[src/verilog/flash_wp_defs.vh]
// Constants of the serial flash write and protection controller
// Assumes inclusion by bare name from the controller source
`ifndef FLASH_WP_DEFS_VH
`define FLASH_WP_DEFS_VH
`define CMD_WRITE_ENABLE 8'h06
`define CMD_WRITE_DISABLE 8'h04
`define CMD_STATUS_READ 8'h05
`define CMD_PAGE_WRITE 8'h0A
`define CMD_PAGE_PROGRAM 8'h02
`define CMD_PAGE_CLEAR 8'hDB
`define CMD_SECTOR_CLEAR 8'hD8
`define CMD_CHIP_CLEAR 8'hC7
`define CMD_DEEP_SLEEP 8'hB9
`define CMD_WAKE 8'hAB
`define CMD_LOCK_WRITE 8'hE5
`define CMD_LOCK_READ 8'hE8
`define ARR_READ 3'h0
`define ARR_PROG 3'h1
`define ARR_ERASE_PAGE 3'h2
`define ARR_ERASE_SECTOR 3'h3
`define ARR_ERASE_CHIP 3'h4
`define ST_BUSY_BIT 0
`define ST_WEL_BIT 1
`define LK_WLOCK_BIT 0
`define LK_LDOWN_BIT 1
`define LK_SECT_SEL_BIT 7
`define SEC_BOTTOM 4'h0
`define SEC_TOP 4'hF
`define HDR_BYTES 3'h4
`define SAT_BYTES 3'h5
`define PAGE_BYTES 9'h100
`define SCOPE_PAGE 2'h0
`define SCOPE_SECTOR 2'h1
`define SCOPE_CHIP 2'h2
`define SYNC_RESET 5'h1A
`endif

[src/verilog/spi_flash_write_protect_ctrl.v]
// Write path, status and lock control of a serial paged flash
// Assumes an array macro behind a req/ack port and an SPI master in mode 0 or 3
// Notes on behaviour
// - Write: opcode, three address bytes, data, deselect
// - Data fills buffer from low address byte
// - Write cycle starts on deselect edge
// - Write merges old bytes, erases, then programs
// - Program only clears bits, up to page
// - Busy flag high for whole internal cycle
// - Status: busy bit0, latch bit1, rest zero
// - Status flags read-only, set internally
// - Active while selected or cycle running
// - Deep sleep ignores all but wake
// - Modifying commands need clock count multiple eight
// - Modifying commands need write enable latch set
// - Latch cleared by reset and completions
// - Low top lock pin protects top sector
// - Low reset pin blocks all changes
// - One lock register per 64KB sector
// - Sectors 0, 15 add 4KB sub-locks
// - Lock registers via lock read/write commands
// - Each lock holds write-lock and lock-down
// - Write-lock set makes modifications fail
// - Write-lock clear permits, except locked top
// - Lock-down freezes register until reset
// - Lock bits cleared on any reset
`timescale 1ns/10ps
`include "flash_wp_defs.vh"

module byte_fifo #(
  parameter WIDTH = 16,
  parameter DEPTH = 16,
  parameter AW = 4
) (
  input wire clk,
  input wire rst,
  input wire inValid,
  output wire inReady,
  input wire [WIDTH-1:0] inData,
  output wire outValid,
  input wire outReady,
  output wire [WIDTH-1:0] outData
);
  reg [WIDTH-1:0] mem [0:DEPTH-1];
  reg [AW:0] wrPtr_reg;
  reg [AW:0] rdPtr_reg;
  wire full = (wrPtr_reg[AW] != rdPtr_reg[AW]) && (wrPtr_reg[AW-1:0] == rdPtr_reg[AW-1:0]);
  assign inReady = ~full;
  assign outValid = wrPtr_reg != rdPtr_reg;
  assign outData = mem[rdPtr_reg[AW-1:0]];
  always @(posedge clk) begin
    if (rst) begin
      wrPtr_reg <= {(AW+1){1'b0}};
      rdPtr_reg <= {(AW+1){1'b0}};
    end else begin
      if (inValid && !full) begin
        mem[wrPtr_reg[AW-1:0]] <= inData;
        wrPtr_reg <= wrPtr_reg + 1'b1;
      end
      if (outValid && outReady)
        rdPtr_reg <= rdPtr_reg + 1'b1;
    end
  end
endmodule // byte_fifo

module spi_flash_write_protect_ctrl #(
  parameter FIFO_DEPTH = 16,
  parameter FIFO_AW = 4
) (
  input wire clk,
  input wire rst,
  input wire sclk,
  input wire csN,
  input wire mosi,
  output reg miso,
  output reg misoOe,
  input wire resetN,
  input wire topBlockLockN,
  output reg arrayReq,
  output reg [2:0] arrayOp,
  output reg [19:0] arrayAddr,
  output reg [7:0] arrayWrData,
  input wire [7:0] arrayRdData,
  input wire arrayAck,
  output reg dataFifoReady,
  output reg activeMode,
  output reg deepSleep
);
  localparam S_IDLE = 5'h01;
  localparam S_DRAIN = 5'h02;
  localparam S_MERGE = 5'h04;
  localparam S_ERASE = 5'h08;
  localparam S_PROG = 5'h10;

  reg [4:0] syncA_reg;
  reg [4:0] syncB_reg;
  reg sclkPrev_reg;
  reg csPrev_reg;
  reg [7:0] shiftIn_reg;
  reg [2:0] bitCnt_reg;
  reg [2:0] byteCnt_reg;
  reg [7:0] cmd_reg;
  reg [23:0] addr_reg;
  reg [7:0] lockData_reg;
  reg [7:0] dataOff_reg;
  reg overrun_reg;
  reg [7:0] outShift_reg;
  reg [4:0] state_reg;
  reg [8:0] idx_reg;
  reg [19:0] cycAddr_reg;
  reg [7:0] kind_reg;
  reg busy_reg;
  reg wel_reg;
  reg [15:0] secWl_reg;
  reg [15:0] secLd_reg;
  reg [15:0] sub0Wl_reg;
  reg [15:0] sub0Ld_reg;
  reg [15:0] sub15Wl_reg;
  reg [15:0] sub15Ld_reg;
  reg [255:0] loaded_reg;
  reg [7:0] pageBuf [0:255];

  wire sclkS = syncB_reg[0];
  wire csS = syncB_reg[1];
  wire mosiS = syncB_reg[2];
  wire pinRstN = syncB_reg[3];
  wire tslLow = ~syncB_reg[4];
  // Pin reset acts like a full reset of state and locks
  wire hold = rst | ~pinRstN;
  wire sclkRise = sclkS & ~sclkPrev_reg & ~csS;
  wire sclkFall = ~sclkS & sclkPrev_reg & ~csS;
  wire csFall = ~csS & csPrev_reg;
  wire csRise = csS & ~csPrev_reg;
  wire [7:0] inByte = {shiftIn_reg[6:0], mosiS};
  wire byteDone = sclkRise && bitCnt_reg == 3'h7;
  wire [7:0] curCmd = (byteCnt_reg == 3'h0) ? inByte : cmd_reg;
  wire [23:0] lkAddr = (byteCnt_reg == 3'h3) ? {addr_reg[15:0], inByte} : addr_reg;
  wire wrCmd = cmd_reg == `CMD_PAGE_WRITE || cmd_reg == `CMD_PAGE_PROGRAM;
  wire dataByte = byteDone && byteCnt_reg >= `HDR_BYTES;
  wire fifoPush = dataByte && wrCmd && !busy_reg && !deepSleep;
  wire fifoInReady;
  wire fifoOutValid;
  wire [15:0] fifoOutData;
  // Drain stalls in merge, erase and program, while busy blocks every push
  wire fifoOutReady = state_reg == S_IDLE || state_reg == S_DRAIN;
  wire ok8 = bitCnt_reg == 3'h0;
  wire [3:0] sec = addr_reg[19:16];
  wire [3:0] sub = addr_reg[15:12];
  wire [7:0] statusByte = {6'h00, wel_reg, busy_reg};

  function prot;
    input [3:0] s;
    input [3:0] u;
    input [1:0] scope;
    reg topHw;
    begin
      topHw = tslLow && s == `SEC_TOP;
      if (scope == `SCOPE_CHIP)
        prot = (|secWl_reg) | (|sub0Wl_reg) | (|sub15Wl_reg) | tslLow;
      else if (scope == `SCOPE_SECTOR)
        prot = secWl_reg[s] | topHw | (s == `SEC_BOTTOM && |sub0Wl_reg) | (s == `SEC_TOP && |sub15Wl_reg);
      else
        prot = secWl_reg[s] | topHw | (s == `SEC_BOTTOM && sub0Wl_reg[u]) | (s == `SEC_TOP && sub15Wl_reg[u]);
    end
  endfunction

  // Low bits: the register a lock write with bit 7 clear reaches; bits 3:2 sector level in 0 and 15
  function [7:0] lockRead;
    input [3:0] s;
    input [3:0] u;
    begin
      if (s == `SEC_BOTTOM)
        lockRead = {4'h0, secLd_reg[s], secWl_reg[s], sub0Ld_reg[u], sub0Wl_reg[u]};
      else if (s == `SEC_TOP)
        lockRead = {4'h0, secLd_reg[s], secWl_reg[s], sub15Ld_reg[u], sub15Wl_reg[u]};
      else
        lockRead = {6'h00, secLd_reg[s], secWl_reg[s]};
    end
  endfunction

  byte_fifo #(
    .WIDTH(16),
    .DEPTH(FIFO_DEPTH),
    .AW(FIFO_AW)
  ) dataFifo (
    .clk(clk),
    .rst(hold),
    .inValid(fifoPush),
    .inReady(fifoInReady),
    .inData({dataOff_reg, inByte}),
    .outValid(fifoOutValid),
    .outReady(fifoOutReady),
    .outData(fifoOutData)
  );

  always @(posedge clk) begin
    if (rst) begin
      syncA_reg <= `SYNC_RESET;
      syncB_reg <= `SYNC_RESET;
    end else begin
      syncA_reg <= {topBlockLockN, resetN, mosi, csN, sclk};
      syncB_reg <= syncA_reg;
    end
  end

  // Serial front end
  always @(posedge clk) begin
    if (hold) begin
      sclkPrev_reg <= 1'b0;
      csPrev_reg <= 1'b1;
      shiftIn_reg <= 8'h00;
      bitCnt_reg <= 3'h0;
      byteCnt_reg <= 3'h0;
      cmd_reg <= 8'h00;
      addr_reg <= 24'h000000;
      lockData_reg <= 8'h00;
      dataOff_reg <= 8'h00;
      overrun_reg <= 1'b0;
      outShift_reg <= 8'h00;
      miso <= 1'b0;
      misoOe <= 1'b0;
      dataFifoReady <= 1'b0;
    end else begin
      sclkPrev_reg <= sclkS;
      csPrev_reg <= csS;
      misoOe <= ~csS;
      dataFifoReady <= fifoInReady;
      if (csFall) begin
        bitCnt_reg <= 3'h0;
        byteCnt_reg <= 3'h0;
        overrun_reg <= 1'b0;
        cmd_reg <= 8'h00;
      end
      if (sclkRise) begin
        shiftIn_reg <= inByte;
        bitCnt_reg <= bitCnt_reg + 3'h1;
      end
      if (byteDone) begin
        if (byteCnt_reg != `SAT_BYTES)
          byteCnt_reg <= byteCnt_reg + 3'h1;
        if (byteCnt_reg == 3'h0)
          cmd_reg <= inByte;
        else if (byteCnt_reg < `HDR_BYTES)
          addr_reg <= {addr_reg[15:0], inByte};
        if (byteCnt_reg == 3'h3)
          dataOff_reg <= inByte;
        if (byteCnt_reg == `HDR_BYTES)
          lockData_reg <= inByte;
        if (dataByte)
          dataOff_reg <= dataOff_reg + 8'h01;
        if (fifoPush && !fifoInReady)
          overrun_reg <= 1'b1;
        if (!deepSleep && curCmd == `CMD_STATUS_READ)
          outShift_reg <= statusByte;
        else if (!deepSleep && curCmd == `CMD_LOCK_READ && byteCnt_reg >= 3'h3)
          outShift_reg <= lockRead(lkAddr[19:16], lkAddr[15:12]);
        else
          outShift_reg <= 8'h00;
      end
      if (sclkFall) begin
        miso <= outShift_reg[7];
        outShift_reg <= {outShift_reg[6:0], 1'b0};
      end
    end
  end

  // Command decision, internal cycle and locks
  always @(posedge clk) begin
    if (hold) begin
      state_reg <= S_IDLE;
      idx_reg <= 9'h000;
      kind_reg <= 8'h00;
      cycAddr_reg <= 20'h00000;
      busy_reg <= 1'b0;
      wel_reg <= 1'b0;
      deepSleep <= 1'b0;
      activeMode <= 1'b0;
      arrayReq <= 1'b0;
      arrayOp <= `ARR_READ;
      arrayAddr <= 20'h00000;
      arrayWrData <= 8'h00;
      secWl_reg <= 16'h0000;
      secLd_reg <= 16'h0000;
      sub0Wl_reg <= 16'h0000;
      sub0Ld_reg <= 16'h0000;
      sub15Wl_reg <= 16'h0000;
      sub15Ld_reg <= 16'h0000;
      loaded_reg <= 256'h0;
    end else begin
      activeMode <= ~csS | busy_reg;
      if (fifoOutValid && fifoOutReady) begin
        pageBuf[fifoOutData[15:8]] <= fifoOutData[7:0];
        loaded_reg[fifoOutData[15:8]] <= 1'b1;
      end
      if (byteDone && byteCnt_reg == 3'h0 && !busy_reg && !deepSleep)
        if (inByte == `CMD_PAGE_WRITE || inByte == `CMD_PAGE_PROGRAM)
          loaded_reg <= 256'h0;
      if (csRise) begin
        if (deepSleep) begin
          if (cmd_reg == `CMD_WAKE && byteCnt_reg != 3'h0 && ok8)
            deepSleep <= 1'b0;
        end else if (!busy_reg && ok8) begin
          if (cmd_reg == `CMD_WRITE_ENABLE && byteCnt_reg == 3'h1)
            wel_reg <= 1'b1;
          else if (cmd_reg == `CMD_WRITE_DISABLE && byteCnt_reg == 3'h1)
            wel_reg <= 1'b0;
          else if (cmd_reg == `CMD_DEEP_SLEEP && byteCnt_reg == 3'h1)
            deepSleep <= 1'b1;
          else if (wrCmd && wel_reg && byteCnt_reg == `SAT_BYTES && !overrun_reg) begin
            if (!prot(sec, sub, `SCOPE_PAGE)) begin
              state_reg <= S_DRAIN;
              busy_reg <= 1'b1;
              kind_reg <= cmd_reg;
            end
          end else if (cmd_reg == `CMD_LOCK_WRITE && wel_reg && byteCnt_reg == `SAT_BYTES) begin
            wel_reg <= 1'b0;
            if ((sec == `SEC_BOTTOM) && !lockData_reg[`LK_SECT_SEL_BIT]) begin
              if (!sub0Ld_reg[sub]) begin
                sub0Wl_reg[sub] <= lockData_reg[`LK_WLOCK_BIT];
                sub0Ld_reg[sub] <= lockData_reg[`LK_LDOWN_BIT];
              end
            end else if ((sec == `SEC_TOP) && !lockData_reg[`LK_SECT_SEL_BIT]) begin
              if (!sub15Ld_reg[sub]) begin
                sub15Wl_reg[sub] <= lockData_reg[`LK_WLOCK_BIT];
                sub15Ld_reg[sub] <= lockData_reg[`LK_LDOWN_BIT];
              end
            end else if (!secLd_reg[sec]) begin
              secWl_reg[sec] <= lockData_reg[`LK_WLOCK_BIT];
              secLd_reg[sec] <= lockData_reg[`LK_LDOWN_BIT];
            end
          end else if (wel_reg && byteCnt_reg == `HDR_BYTES &&
                       (cmd_reg == `CMD_PAGE_CLEAR || cmd_reg == `CMD_SECTOR_CLEAR)) begin
            if (!prot(sec, sub, (cmd_reg == `CMD_PAGE_CLEAR) ? `SCOPE_PAGE : `SCOPE_SECTOR)) begin
              state_reg <= S_ERASE;
              busy_reg <= 1'b1;
              kind_reg <= cmd_reg;
            end
          end else if (cmd_reg == `CMD_CHIP_CLEAR && wel_reg && byteCnt_reg == 3'h1) begin
            if (!prot(sec, sub, `SCOPE_CHIP)) begin
              state_reg <= S_ERASE;
              busy_reg <= 1'b1;
              kind_reg <= cmd_reg;
            end
          end
        end
      end
      case (state_reg)
        S_IDLE: begin
          idx_reg <= 9'h000;
          // Status polls keep shifting the address; freeze it for the cycle
          cycAddr_reg <= addr_reg[19:0];
        end
        S_DRAIN: begin
          // Buffer must hold every byte before the merge looks at it
          if (!fifoOutValid)
            state_reg <= (kind_reg == `CMD_PAGE_WRITE) ? S_MERGE : S_PROG;
        end
        S_MERGE: begin
          if (idx_reg == `PAGE_BYTES) begin
            state_reg <= S_ERASE;
            idx_reg <= 9'h000;
          end else if (loaded_reg[idx_reg[7:0]]) begin
            idx_reg <= idx_reg + 9'h001;
          end else if (!arrayReq) begin
            arrayReq <= 1'b1;
            arrayOp <= `ARR_READ;
            arrayAddr <= {cycAddr_reg[19:8], idx_reg[7:0]};
          end else if (arrayAck) begin
            arrayReq <= 1'b0;
            pageBuf[idx_reg[7:0]] <= arrayRdData;
            idx_reg <= idx_reg + 9'h001;
          end
        end
        S_ERASE: begin
          if (!arrayReq) begin
            arrayReq <= 1'b1;
            arrayAddr <= cycAddr_reg;
            if (kind_reg == `CMD_SECTOR_CLEAR)
              arrayOp <= `ARR_ERASE_SECTOR;
            else if (kind_reg == `CMD_CHIP_CLEAR)
              arrayOp <= `ARR_ERASE_CHIP;
            else
              arrayOp <= `ARR_ERASE_PAGE;
          end else if (arrayAck) begin
            arrayReq <= 1'b0;
            if (kind_reg == `CMD_PAGE_WRITE) begin
              state_reg <= S_PROG;
            end else begin
              state_reg <= S_IDLE;
              busy_reg <= 1'b0;
              wel_reg <= 1'b0;
            end
          end
        end
        S_PROG: begin
          if (idx_reg == `PAGE_BYTES) begin
            state_reg <= S_IDLE;
            busy_reg <= 1'b0;
            wel_reg <= 1'b0;
          end else if (kind_reg == `CMD_PAGE_PROGRAM && !loaded_reg[idx_reg[7:0]]) begin
            idx_reg <= idx_reg + 9'h001;
          end else if (!arrayReq) begin
            arrayReq <= 1'b1;
            arrayOp <= `ARR_PROG;
            arrayAddr <= {cycAddr_reg[19:8], idx_reg[7:0]};
            arrayWrData <= pageBuf[idx_reg[7:0]];
          end else if (arrayAck) begin
            arrayReq <= 1'b0;
            idx_reg <= idx_reg + 9'h001;
          end
        end
        default: begin
          state_reg <= S_IDLE;
        end
      endcase
    end
  end
endmodule // spi_flash_write_protect_ctrl

[config.mk]
export PLATFORM = sky130hd
export DESIGN_NAME = spi_flash_write_protect_ctrl
export DESIGN_NICKNAME = d
export VERILOG_FILES = /design/src/verilog/spi_flash_write_protect_ctrl.v
export VERILOG_INCLUDE_DIRS = /design/src /design/src/verilog
export SDC_FILE = /design/constraint.sdc
export NUM_CORES = 2
export LEC_CHECK = 0
export BUFFER_PORTS_ARGS = -buffer_cell sky130_fd_sc_hd__buf_2
export CELL_PAD_IN_SITES_DETAIL_PLACEMENT = 1
export CELL_PAD_IN_SITES_GLOBAL_PLACEMENT = 2
export CORE_MARGIN = 4
export CORE_UTILIZATION = 49
export CTS_CLUSTER_SIZE = 30
export DETAILED_ROUTE_END_ITERATION = 8
export PLACE_DENSITY_LB_ADDON = 0.25
export SETUP_SLACK_MARGIN = 0.2
export SLEW_MARGIN = 20
export SYNTH_ARGS = -nofsm -noshare
export SYNTH_HDL_FRONTEND = slang
export SYNTH_HIERARCHICAL = 1
export SYNTH_SLANG_ARGS = --single-unit
[constraint.sdc]
create_clock -name clk -period 8.25 [get_ports clk]
set_input_delay 0.825 -clock clk [delete_from_list [all_inputs] [get_ports clk]]
set_output_delay 0.825 -clock clk [all_outputs]
set_load 0.05 [all_outputs]
* Yosys cells after proc, flatten, opt, wreduce, memory -nomap -nowiden
Memory sizes are Yosys's and may differ from the RTL's. A register that Yosys moved wholly into a read port is not among the register bits.
Index checks and enable logic that the tools add are counted.
W data, S select, Z words.
** Storage, ports and cells
- Bits in registers :: 513
- Input bits :: 16
- Memories :: 2
- Logic and storage cells :: 430
- Bits in writable memories :: 2304
- Output and inout port bits :: 37
** Memories
- pageBuf :: depth 256, bits a word 8, rd ports 1, clocked after Yosys merged registers in 1, wr ports 1, line spi_flash_write_protect_ctrl.v:121 : reg [7:0] pageBuf [0:255];
- dataFifo.mem :: depth 16, bits a word 16, rd ports 1, clocked after Yosys merged registers in 1, wr ports 1, line spi_flash_write_protect_ctrl.v:44 : reg [WIDTH-1:0] mem [0:DEPTH-1];
** Operators by class
- Equal/unequal tests :: 48
- Reductions and logical operators :: 79
- Mux-type cells :: 208
- Bitwise logic cells :: 38
- $lt $le $gt $ge :: 12
- $add $sub $neg :: 6
** Operator list (number)
- $mux W256 :: 3
- $or A256 B256 Y256 :: 1
- $mux W8 :: 19
- $mux W20 :: 7
- $mux W1 :: 106
- $mux W5 :: 20
- $bwmux W16 :: 6
- $eq A8 B8 Y1 const B :: 9
- $pmux W20 S3 :: 1
- $mux W9 :: 6
- $bmux W1 S4 :: 12
- $reduce_or A16 Y1 :: 3
- $mux W3 :: 14
- $logic_and A1 B1 Y1 :: 41
- $reduce_and A11 Y1 :: 3
- $pmux W9 S3 :: 1
- $pmux W5 S5 :: 1
- $eq A8 B2 Y1 const B :: 3
- $eq A8 B3 Y1 const B :: 3
- $eq A8 B4 Y1 const B :: 3
- $not A1 Y1 :: 21
- $lt A4 B5 Y1 const B :: 4
- $lt A8 B9 Y1 const B :: 2
- $ne A2 B2 Y1 const B :: 9
- 49 further kinds :: 93

* Logic depth before layout (Yosys ltp)
- Depth in word-level cells :: 31
- Mapped depth :: 19
- Gate-level depth less buffers :: 11

* By module
The synthesis kept the hierarchy.
** By module, submodules not included
- spi_flash_write_protect_ctrl :: sequential area each 71628.7 um^2, cells an instance 5822, area each 101696.3 um^2, times used 1
- byte_fifo :: sequential area each 7967.6 um^2, cells an instance 465, area each 10656.5 um^2, times used 1

* Worst setup path after synthesis
No wires, ideal clock.
- Path type :: register -> register
- Start point :: reg idx_reg[1]
- End point :: mem pageBuf[0][0], data pin
- Data arrival time :: 6.454 ns
- Slack :: 0.972 ns
- Period minus slack after synthesis :: 7.278 ns
- Buffers on the path :: 9
- Data required time :: 7.426 ns
- Library setup time :: 0.824 ns
- Stages on the path, launching flop included :: 17
- Path through :: dfxtp_1 -> buf_4 -> buf_4 -> buf_4 -> buf_4 -> buf_4 -> buf_2 -> buf_1 -> buf_2 -> inv_1 -> ha_1 -> nand4_1 -> nand2_1 -> nor4_1 -> buf_2 -> nand2_1 -> nand2_1
** On the way
- Cells in the longest elaborated chain, start to end :: 9
- Elaborated cells between the ends (all ways) :: 10
- Those cells by class :: 1 x eq/ne; 8 x mux; 1 x reduce/logical
** RTL lines
- start: declaration :: line spi_flash_write_protect_ctrl.v:109 : reg [8:0] idx_reg;
- start signal: assignment :: line spi_flash_write_protect_ctrl.v:363 : idx_reg <= idx_reg + 9'h001;
- start signal: assignment :: line spi_flash_write_protect_ctrl.v:371 : idx_reg <= idx_reg + 9'h001;
- start signal: assignment :: line spi_flash_write_protect_ctrl.v:401 : idx_reg <= idx_reg + 9'h001;
- $bmux W1 S8 :: line spi_flash_write_protect_ctrl.v:362 : end else if (loaded_reg[idx_reg[7:0]]) begin
- $mux W1 (implied by the code) :: line spi_flash_write_protect_ctrl.v:362
- $mux W1 :: line spi_flash_write_protect_ctrl.v:362
- $mux W1 (*) :: line spi_flash_write_protect_ctrl.v:359 : if (idx_reg == `PAGE_BYTES) begin
- $mux W1 (*) :: line spi_flash_write_protect_ctrl.v:347 : case (state_reg)
- $mux W1 (*) :: line spi_flash_write_protect_ctrl.v:269 : if (hold) begin
- $mux W1 (implied by the code) (*) :: line spi_flash_write_protect_ctrl.v:370 : pageBuf[idx_reg[7:0]] <= arrayRdData;
- $reduce_or A8 Y1 (no source line) (*)
- $mux W8 (no source line) (*)
- end: declaration :: line spi_flash_write_protect_ctrl.v:121
Mark *: on every way between the ends. The rest lies on a longest branch, timed or not. The select of a mux whose other input is x is not followed.

* Worst setup path in the final report
- Start point :: reg idx_reg[1]
- End point :: mem pageBuf[34][7], enable pin
** On the way
- Cells in the longest elaborated chain, start to end :: 9
- Elaborated cells between the ends (all ways) :: 11
- Those cells by class :: 1 x eq/ne; 9 x mux; 1 x reduce/logical
** RTL lines (line)
- $bmux W1 S8 :: spi_flash_write_protect_ctrl.v:362
- $mux W1 (implied by the code) :: spi_flash_write_protect_ctrl.v:362
- $mux W1 :: spi_flash_write_protect_ctrl.v:362
- $mux W1 :: spi_flash_write_protect_ctrl.v:359
- $mux W1 :: spi_flash_write_protect_ctrl.v:347
- $mux W1 :: spi_flash_write_protect_ctrl.v:269
- $mux W1 (implied by the code) :: spi_flash_write_protect_ctrl.v:370
- $reduce_or A8 Y1 (no source line)
- $mux W8 (no source line) or $mux W1 (tied branches)
Several ways; a longest one is shown, not always the timed one. The select of a mux whose other input is x is not followed.

==> run metrics <==
post-route ant nets=0; largest net degree at the start of global routing=226; M3 GR Usage=0.0473; vias per cell=between 6 and 7; Die Area=237000 sq um; I/O pin total=53; Seq. cell area=79600 sq um; Max-Cap Viols=0; Post-Place Cells=9099; Worst Hold Slack=0.110 ns; f_max=165 MHz; Syn Inst Count=6287; RSZ-0062 raised after global routing=false; Die H=487 microns; Setup CP Type=reg2reg; H-tree Lvls=5; Critical Path Fanout Max=37; final setup TNS=0 ns; vias in the first global route=about 63000; worst-skew pair later-pin latency=0.93 ns; Critical Path RT=8.80 ns; Post-synth ARST share=0; clock skew=between 0.07 and 0.08 ns; DRC violations left=0; Reg power frac=0.529; Hold Path Stages=2; total congestion overflow=0; multi-input logic area=a little over 30000 sq um; VDD IR max=0.000215 V; Syn Nets=6318; Critical Path End Type=flip-flop; most used routing layer in global routing=met2; area fraction of the dominant cell type after synthesis=0.616; DP Area=around 120000 sq um; Int Power=23.2 mW; CORE AREA=228000 sq um; synth unique cells=91; Worst Hold Endpoint=syncA_reg[3]$_SDFF_PP1_; Leakage=about 38 nW; Worst-Margin Slew=1.17 ns; Bufs on Longest Clock Path=4; crit path time final=6.06 ns; Initial Util=0.493; clock sinks=2824; Post-CTS Repair Setup Buffers=0; crit path DAT=6.61 ns; post-cts resize count=0; via count=61800; post-route setup slack=2.19 ns; flops & latches, synth=between 2000 and 3000; final design utilization=0.555; switching power of the nets=between 5 and 6 mW; clk slew on worst S/H paths=0.06 ns; clock share of power=0.469; overall routed net length=317000 microns; pwr dens=228 nW/um^2; period utilization=0.735; Layout Cells excl Fill=9643; GR Util met2=0.423; min-delay src=resetN; root buf cell=clkbuf_16; synth-to-layout area growth=12.4%; first-pass GRT wire length=~460000 microns; Mapped Avg Cell Area=17.9 sq um; Worst Setup Slack post-DPL=between 2 and 2.5 ns; buffers added on ports=52; Reg-to-Reg Start=idx_reg[1]$_SDFFE_PP0P_; R2R Path End=pageBuf[34][7]$_DFFE_PP_; CTS buffer count=~310; Wirelength per Cell=32.9 microns; max reg flops=between 2000 and 2500; outcome=completed; crit path launch type=flip-flop; RePlAce Congestion=approximately 0.84; commonest cells after routing, fill and taps aside=2304 x edfxtp_1, 811 x mux4_2, 659 x nor2_1; Power Total=between 20 and 30 mW; Slew Viols, Final=0; met1 usage=0.393; R2R cell count=10; Comb pwr share=0.003; most used flip-flop cell after synthesis=edfxtp_1; Worst Setup SP=idx_reg[1]$_SDFFE_PP0P_; die span in x=487 microns; Fin. Hold Viols=0; gr usage total=0.269; sequential fraction of the synthesis area=0.708; Yosys top cell by area=edfxtp_1; initial antenna violation count=19; hpwl dp=about 200000 microns; First-pass DRT Iterations=5; site row count=175; most common cell after layout, fill and taps aside=edfxtp_1; Filler cells=20200; Post-synth EDFFs=2304; fin area=126000 sq um; relative slew slack=0.222; Final setup viols=0; First DRT Iteration DRCs=7026; Reg2Reg Setup Slack=about 2.2 ns; Final nets=between 6000 and 7000; Hold Crit Class=in2reg; CTS hold repair buffers=0; Synth area leaders=edfxtp_1 62%, mux4_2 16%, dfxtp_1 9.3%, nor2_1 2.2%, a21oi_1 2.0%; Ys Warns=6; Synth Cell Area=around 110000 sq um; switch share=0.193; layout cells sized above 1=0.242; CTS tree=yes
==> metal layers <==
metal | up-vias | wire length, microns
li1 | 25300 | -
met1 | 33000 | 131000
met2 | 2967 | 151000
met3 | 511 | 25600
met4 | 8 | 9270
met5 | - | 55
==> cell usage after synthesis (all sizes together) (8+ instances only) <==
| master | count |
|---|---|
| nand4 | 18 |
| and2 | 22 |
| inv | 26 |
| clkbuf | 231 |
| buf | 187 |
| a211oi | 9 |
| o22ai | 9 |
| a22oi | 22 |
| and3 | 13 |
| nor4 | 44 |
| ha | 15 |
| mux2i | 83 |
| mux2 | 14 |
| mux4 | 850 |
| or2 | 14 |
| a22o | 8 |
| dfxtp | 520 |
| nor3 | 57 |
| nand2 | 322 |
| nor2 | 665 |
| a31oi | 21 |
| o211ai | 8 |
| nand3 | 116 |
| a32oi | 8 |
| o21ai | 61 |
| nand2b | 31 |
| nor2b | 30 |
| edfxtp | 2304 |
| a21oi | 459 |
==> power groups by stage <==
stage               Clock (mW)  Combinational, mW  Sequential, mW
floorplan                    0             0.0508            15.5
global placement             0             0.0792            15.5
CTS                       13.7             0.0803            15.2
finish                    13.5             0.0795            15.2
detailed placement           0             0.0797            15.5
global route              14.3             0.0860            15.2
==> how the worst max path moves through the flow <==
stage	endpoint	slack, ns	cells past startpoint
floorplan	pageBuf[0][0]$_DFFE_PP_	0.97	16
finish	pageBuf[34][7]$_DFFE_PP_	2.19	10
global route	pageBuf[173][0]$_DFFE_PP_	1.82	11
detailed placement	pageBuf[173][0]$_DFFE_PP_	2.12	10
CTS	pageBuf[242][1]$_DFFE_PP_	2.10	10
global placement	pageBuf[203][3]$_DFFE_PP_	2.17	10
==> final cells by class <==
cell class	instances	area share
clock inverter	153	0.0126
inverter	30	0.000991
multi-input combinational	3015	0.246
clock buffer	380	0.0645
antenna	8	0.000159
sequential	2824	0.630
tap	3009	0.0298
timing repair buffer	224	0.0152
==> worst max-delay path: stages, from the launching register on <==
cell and delay (ns):
dfxtp_4 0.75, buf_4 0.49, mux4_2 0.56, mux2i_1 0.19
mux2i_1 0.10, a41o_1 0.30, o41a_1 0.54, or4_4 0.87
buf_4 0.41, o32a_4 0.68, nor2_1 0.72
==> kinds of logic after synthesis <==
family          Yosys count  share of synthesized area
flops                  2824                      0.708
simple gates           1378                     0.0541
mux                     947                      0.181
compound gates          669                     0.0358
buf+inv                 448                     0.0189
fa+ha+maj                15                    0.00167
xor+xnor                  6                   0.000468
(Power assumes the default switching activity.)
